<file path="src/rtl/down_timer_pkg.sv">
// Notes on behaviour
// - firmware pause freezes count, resume from held value
// - debug pause enable gates debug freeze input
// - run request write to a stopped counter loads start value, counts
// - zero start value: no start, run clears
// - run request zero stops, clears count, no irq
// - one-shot expiry clears run request bit
// - periodic reload restarts; one-shot stops at zero
// - enable clear resets all register bits
// - soft interrupt write one raises that interrupt
// - soft interrupt zero ignored, reads zero
// - expiry irq on one-to-zero step, even when a count write replaces that step
// - counter 32 bits, read/write, resets zero
// - new start value used only at reload or at a run request write that starts the count
// - all logic on the 32 kHz core clock
package down_timer_pkg;
    localparam logic [3:0] count_offset    = 4'h0;
    localparam logic [3:0] start_offset    = 4'h4;
    localparam logic [3:0] control_offset  = 4'h8;
    localparam logic [3:0] soft_irq_offset = 4'hC;
    localparam int         ctl_enable_bit  = 0;
    localparam int         ctl_reload_bit  = 1;
    localparam int         ctl_run_bit     = 2;
    localparam int         ctl_debug_bit   = 3;
    localparam int         ctl_pause_bit   = 4;
    localparam int         soft_irq_count  = 4;
    localparam logic [31:0] word_zero      = 32'h0000_0000;
    localparam logic [31:0] word_one       = 32'h0000_0001;
    localparam logic [4:0]  control_reset  = 5'h00;
    localparam logic [1:0]  resp_okay      = 2'h0;
    localparam logic [1:0]  resp_slverr    = 2'h2;

    typedef struct packed {
        logic pause;
        logic debug_pause_enable;
        logic run;
        logic reload;
        logic enable;
    } control_t;
endpackage

</file>
<file path="src/rtl/down_timer.sv">
`timescale 1ns/1ps
module down_timer
    import down_timer_pkg::*;
(
    input  wire logic        aclk,
    input  wire logic        aresetn,
    input  wire logic [3:0]  s_axi_awaddr,
    input  wire logic        s_axi_awvalid,
    output logic             s_axi_awready,
    input  wire logic [31:0] s_axi_wdata,
    input  wire logic [3:0]  s_axi_wstrb,
    input  wire logic        s_axi_wvalid,
    output logic             s_axi_wready,
    output logic [1:0]       s_axi_bresp,
    output logic             s_axi_bvalid,
    input  wire logic        s_axi_bready,
    input  wire logic [3:0]  s_axi_araddr,
    input  wire logic        s_axi_arvalid,
    output logic             s_axi_arready,
    output logic [31:0]      s_axi_rdata,
    output logic [1:0]       s_axi_rresp,
    output logic             s_axi_rvalid,
    input  wire logic        s_axi_rready,
    input  wire logic        debug_freeze,
    output logic             expiry_irq,
    output logic [3:0]       soft_irq
);
    // aclk is the 32 kHz core clock
    logic [3:0]  aw_addr_reg;
    logic        aw_full_reg;
    logic [31:0] w_data_reg;
    logic [3:0]  w_strb_reg;
    logic        w_full_reg;
    logic        freeze_meta_reg;
    logic        freeze_sync_reg;
    logic [31:0] count_reg;
    logic [31:0] start_reg;
    control_t    ctl_reg;
    logic        wr_go;
    logic        frozen;
    logic        ticking;
    logic        expire;
    logic [31:0] wmask;
    logic [31:0] wr_count;
    logic [31:0] wr_ctl;
    logic        ctl_write;
    logic        run_write;
    logic        resume;

    assign wr_go = aw_full_reg && w_full_reg && !s_axi_bvalid;
    genvar gi;
    generate
        for (gi = 0; gi < 4; gi++)
        begin : g_mask
            assign wmask[gi*8 +: 8] = {8{w_strb_reg[gi]}};
        end
    endgenerate
    assign wr_count = (count_reg & ~wmask) | (w_data_reg & wmask);
    assign wr_ctl   = w_data_reg & wmask;
    assign frozen   = ctl_reg.pause
                      || (ctl_reg.debug_pause_enable && freeze_sync_reg);
    assign ticking  = ctl_reg.enable && ctl_reg.run && !frozen;
    assign expire   = ticking && count_reg == word_one;
    assign ctl_write = wr_go && aw_addr_reg == control_offset && w_strb_reg[0];
    assign run_write = wr_ctl[ctl_run_bit] && wr_ctl[ctl_enable_bit];
    // a run write to a running counter keeps its value, so clearing pause resumes it
    assign resume    = ctl_write && run_write && ctl_reg.run;

    // write address and data are held until both are present
    always_ff @(posedge aclk)
    begin
        if (!aresetn)
        begin
            aw_full_reg   <= 1'b0;
            aw_addr_reg   <= 4'h0;
            s_axi_awready <= 1'b0;
        end
        else if (wr_go)
        begin
            aw_full_reg   <= 1'b0;
            s_axi_awready <= 1'b0;
        end
        else if (s_axi_awvalid && s_axi_awready)
        begin
            aw_full_reg   <= 1'b1;
            aw_addr_reg   <= s_axi_awaddr;
            s_axi_awready <= 1'b0;
        end
        else
        begin
            s_axi_awready <= !aw_full_reg && !s_axi_awready;
        end
    end

    always_ff @(posedge aclk)
    begin
        if (!aresetn)
        begin
            w_full_reg   <= 1'b0;
            w_data_reg   <= word_zero;
            w_strb_reg   <= 4'h0;
            s_axi_wready <= 1'b0;
        end
        else if (wr_go)
        begin
            w_full_reg   <= 1'b0;
            s_axi_wready <= 1'b0;
        end
        else if (s_axi_wvalid && s_axi_wready)
        begin
            w_full_reg   <= 1'b1;
            w_data_reg   <= s_axi_wdata;
            w_strb_reg   <= s_axi_wstrb;
            s_axi_wready <= 1'b0;
        end
        else
        begin
            s_axi_wready <= !w_full_reg && !s_axi_wready;
        end
    end

    always_ff @(posedge aclk)
    begin
        if (!aresetn)
        begin
            s_axi_bvalid <= 1'b0;
            s_axi_bresp  <= resp_okay;
        end
        else if (wr_go)
        begin
            s_axi_bvalid <= 1'b1;
            s_axi_bresp  <= (aw_addr_reg[1:0] == 2'h0) ? resp_okay : resp_slverr;
        end
        else if (s_axi_bready)
        begin
            s_axi_bvalid <= 1'b0;
        end
    end

    always_ff @(posedge aclk)
    begin
        if (!aresetn)
        begin
            s_axi_arready <= 1'b0;
            s_axi_rvalid  <= 1'b0;
            s_axi_rdata   <= word_zero;
            s_axi_rresp   <= resp_okay;
        end
        else if (s_axi_arvalid && s_axi_arready)
        begin
            s_axi_arready <= 1'b0;
            s_axi_rvalid  <= 1'b1;
            s_axi_rresp   <= resp_okay;
            case (s_axi_araddr)
                count_offset:    s_axi_rdata <= count_reg;
                start_offset:    s_axi_rdata <= start_reg;
                control_offset:  s_axi_rdata <= {27'h0000000, ctl_reg};
                soft_irq_offset: s_axi_rdata <= word_zero;
                default:
                begin
                    s_axi_rdata <= word_zero;
                    s_axi_rresp <= resp_slverr;
                end
            endcase
        end
        else if (s_axi_rvalid)
        begin
            if (s_axi_rready)
            begin
                s_axi_rvalid <= 1'b0;
            end
        end
        else
        begin
            s_axi_arready <= !s_axi_arready;
        end
    end

    // debug freeze comes from another part of the chip
    always_ff @(posedge aclk)
    begin
        if (!aresetn)
        begin
            freeze_meta_reg <= 1'b0;
            freeze_sync_reg <= 1'b0;
        end
        else
        begin
            freeze_meta_reg <= debug_freeze;
            freeze_sync_reg <= freeze_meta_reg;
        end
    end

    always_ff @(posedge aclk)
    begin
        if (!aresetn)
        begin
            start_reg <= word_zero;
        end
        else if (!ctl_reg.enable)
        begin
            start_reg <= word_zero;
        end
        else if (wr_go && aw_addr_reg == start_offset)
        begin
            start_reg <= (start_reg & ~wmask) | (w_data_reg & wmask);
        end
    end

    always_ff @(posedge aclk)
    begin
        if (!aresetn)
        begin
            ctl_reg <= control_t'(control_reset);
        end
        else if (ctl_write)
        begin
            ctl_reg.enable             <= wr_ctl[ctl_enable_bit];
            ctl_reg.reload             <= wr_ctl[ctl_reload_bit] && wr_ctl[ctl_enable_bit];
            ctl_reg.debug_pause_enable <= wr_ctl[ctl_debug_bit] && wr_ctl[ctl_enable_bit];
            ctl_reg.pause              <= wr_ctl[ctl_pause_bit] && wr_ctl[ctl_enable_bit];
            ctl_reg.run                <= run_write
                                          && (resume ? !(expire && !ctl_reg.reload)
                                                     : start_reg != word_zero);
        end
        else if (!ctl_reg.enable)
        begin
            ctl_reg <= control_t'(control_reset);
        end
        else if (expire && !ctl_reg.reload)
        begin
            ctl_reg.run <= 1'b0;
        end
    end

    always_ff @(posedge aclk)
    begin
        if (!aresetn)
        begin
            count_reg <= word_zero;
        end
        else if (ctl_write && !resume)
        begin
            if (run_write)
            begin
                count_reg <= start_reg;
            end
            else
            begin
                count_reg <= word_zero;
            end
        end
        else if (!ctl_reg.enable)
        begin
            count_reg <= word_zero;
        end
        else if (wr_go && aw_addr_reg == count_offset)
        begin
            count_reg <= wr_count;
        end
        else if (expire && ctl_reg.reload)
        begin
            count_reg <= start_reg;
        end
        else if (ticking && count_reg != word_zero)
        begin
            count_reg <= count_reg - word_one;
        end
    end

    always_ff @(posedge aclk)
    begin
        if (!aresetn)
        begin
            expiry_irq <= 1'b0;
        end
        else
        begin
            expiry_irq <= expire
                          && !(ctl_write && !resume);
        end
    end

    generate
        for (gi = 0; gi < soft_irq_count; gi++)
        begin : g_soft
            always_ff @(posedge aclk)
            begin
                if (!aresetn)
                begin
                    soft_irq[gi] <= 1'b0;
                end
                else
                begin
                    soft_irq[gi] <= wr_go && aw_addr_reg == soft_irq_offset
                                    && w_strb_reg[0] && w_data_reg[gi];
                end
            end
        end
    endgenerate
endmodule

</file>
<file path="config.mk">
export PLATFORM = sky130hd
export DESIGN_NAME = down_timer
export DESIGN_NICKNAME = d
export VERILOG_FILES = /design/src/rtl/down_timer_pkg.sv /design/src/rtl/down_timer.sv
export SDC_FILE = /design/constraint.sdc
export NUM_CORES = 1
export LEC_CHECK = 0
export BUFFER_PORTS_ARGS = -buffer_cell sky130_fd_sc_hd__clkbuf_2
export CELL_PAD_IN_SITES_DETAIL_PLACEMENT = 0
export CELL_PAD_IN_SITES_GLOBAL_PLACEMENT = 2
export CORE_ASPECT_RATIO = 0.75
export CORE_MARGIN = 10
export CORE_UTILIZATION = 30
export DETAILED_ROUTE_END_ITERATION = 16
export PLACE_DENSITY_LB_ADDON = 0.1
export SYNTH_ARGS = -nofsm -noshare
export SYNTH_HDL_FRONTEND = slang
export SYNTH_SLANG_ARGS = --single-unit
</file>
<file path="constraint.sdc">
create_clock -name aclk -period 8.7 [get_ports aclk]
set_input_delay 1.74 -clock aclk [delete_from_list [all_inputs] [get_ports aclk]]
set_output_delay 1.74 -clock aclk [all_outputs]
set_load 0.03 [all_outputs]
</file>
==> results.ini <==
[clock_network]
cts_tree=built
post_cts_resized=0
path_clk_slew_ns=0.06
clockBufferDepth=2
numClockSinks=157
cts_setup_buffers=0
cts_buffers=17
insertion_delay_ns=0.44
cts-root-buf=clkbuf_16
h-tree-depth=4
hold_buffers=0

[logic_synthesis]
ys_types=70
yosys_warnings=0
async_flop_share=0
ys_seq_area_frac=0.413
synth_edf_count=0
synth_top_area_cell=dfxtp_1
syn-instance-count=961
ys_ff_latch=157
synthTopCellsByArea=dfxtp_1, nand2_1, a21oi_1
syn_area_mm2=0.00761
synth_ff_type=dfxtp_1
syn_avg_cell_area_um2=7.92
synth.top_cell.area_share=0.413

[drt]
drt_iter0_drc=443
vias=7292
routed_wire_length_per_instance_um=20.7
ant_nets=0
vias_per_cell=5.33
drt_pass1_iterations=5
post-route-drc-count=0
routed_wl_um=28300

[floorplan]
dieWidth_um=204
initial_core_util=0.305
ioPinCount=98
dieArea_mm2=0.0322
fp.dieH_um=158
core_mm2=0.0250
row_count=50

[cells_and_area]
diodes=0
nets=1075
regArea_mm2=0.00314
fin_cells=1369
fill_cells=2668
final_cell_area_mm2=0.00895
multiInputGateArea_mm2=0.00415
area_growth_pct=17.6
drive_above_1_share=0.162

[timing]
period_minus_slack_ns=4.11
relSlewSlack=0.355
fin_tns_setup_ns=0
finalHoldViolCount=0
setup_viol=0
min_period_over_period=0.472
fin_worst_skew_ns=0.0124
fmax_mhz=243
grt_setup_unrepaired=no
setup_ws_ns=4.59
worstMarginPinSlew_ns=0.967
maxSlewViolCount=0

[worst_setup_path]
criticalPathCategory=reg -> reg
worstSetupStartpointType=register
worstPathArrival_ns=4.41
r2r_setup_slack_ns=4.59
cp_max_fo=35
cp.required_ns=9.00
critPathCaptureType=register

[grt]
grtUsageTotal=0.177
grt_pass1_wl_um=44200
globalRouteOverflowTotal=0
grt_pass1_vias=7171
grt_start_max_net_pins=37
antenna_found_initial=0

[placement]
place_congestion=0.798
pre_cts_ws_ns=4.60
post_dp_cell_area_mm2=0.00835
port_buffers=95
place_inst=1340
hpwl_um=19600

[status]
status=finished, final reports clean

[run]
drv_cap=0

[hold_path]
hold_path_class=reg -> reg

[power]
leakagePower_uw=0.00308
cellPowerDensity_mw_per_mm2=180
irDropWorstVdd_v=0.000144

-- power breakdown --
| group | leakage, uW | switching [uW] | internal (uW) |
|---|---|---|---|
| sequential | 0.00127 | 19.1 | 731 |
| combinational | 0.00151 | 52.9 | 27.9 |
| clock | 0.000294 | 306 | 476 |
-- critical path, stage by stage, from the launching register on --
cell and delay (ns):
dfxtp_1 0.39, or4_4 0.60, or3_1 0.67, o41ai_4 0.80
nand3_2 0.69, nand2_1 0.63, o21ai_0 0.17
-- final cells by class --
type | count | area share
Tap cell | 338 | 0.0473
Sequential cell | 157 | 0.351
Timing Repair Buffer | 112 | 0.0674
Clock buffer | 22 | 0.0541
Clock inverter | 7 | 0.0126
Inverter | 8 | 0.00336
Multi-Input combinational cell | 725 | 0.464
-- placed cells by master (no fill, tap or decap), drive strengths merged, types with 10 or more instances in the layout --
| master | count |
|---|---|
| nor3 | 24 |
| and2 | 10 |
| nand2 | 170 |
| a31oi | 16 |
| a22oi | 27 |
| nand3 | 51 |
| xnor2 | 13 |
| mux2i | 37 |
| clkbuf | 117 |
| nor4 | 20 |
| dfxtp | 157 |
| nor2 | 55 |
| buf | 17 |
| a21oi | 106 |
| o21ai | 86 |
-- Yosys cell counts (all sizes together), types with 2 or more instances --
cell type	number
o21ai	86
ha	2
nor3	24
o31ai	2
nand2	170
and3b	2
a22oi	27
a311oi	2
or4	9
o311ai	4
clkbuf	54
buf	18
or3	8
mux2i	37
xnor2	13
nand4	6
o31a	2
and2	10
nor3b	2
nand3	51
nand2b	3
dfxtp	157
a31oi	16
or4b	3
nor2	55
o41ai	3
a211oi	9
a211o	3
xor2	5
a21o	2
o211ai	3
inv	8
a221oi	9
o22ai	4
a21oi	106
o221a	2
mux2	2
and4	2
nor4b	3
nor4	20
o2bb2ai	2
-- per-stage QoR --
step	total power (uW)	hold WS [ns]	utilization
2_1_floorplan	809	0.412	-
3_3_place_gp	849	0.435	0.335
3_5_place_dp	849	0.441	0.335
4_1_cts	1640	0.454	0.358
5_1_grt	1670	0.463	0.358
6_report	1610	0.451	0.358
-- logic make-up (layout without fill, tap and decap cells) --
group	Yosys count	after routing	synth area share
DFF	157	157	0.413
AOI/OAI and AO/OA	290	290	0.232
xor gates and xnor gates	18	18	0.0207
and+or+nand+nor	374	374	0.233
other	1	2	0.000493
adders and majority gates	2	2	0.00329
muxes	39	39	0.0516
buffers and inverters	80	149	0.0456
-- worst paths after layout --
kind / start / cells past startpoint / to
hold reg to reg: s_axi_awready / 1 / s_axi_awready
setup / recovery: count_reg[7] / 6 / count_reg[29]
hold / removal: s_axi_awready / 1 / s_axi_awready
setup reg to reg: count_reg[7] / 6 / count_reg[29]
-- per-layer routing --
layer / vias up / track usage / share of wire
li1: 3598 / - / -
met1: 3502 / 0.264 / 0.53
met2: 175 / 0.250 / 0.41
met3: 17 / 0.0374 / 0.050
met4: 0 / 0.0415 / 0.0082
met5: - / 0 / 0
No activity file was read; power rests on OpenSTA's default activity.
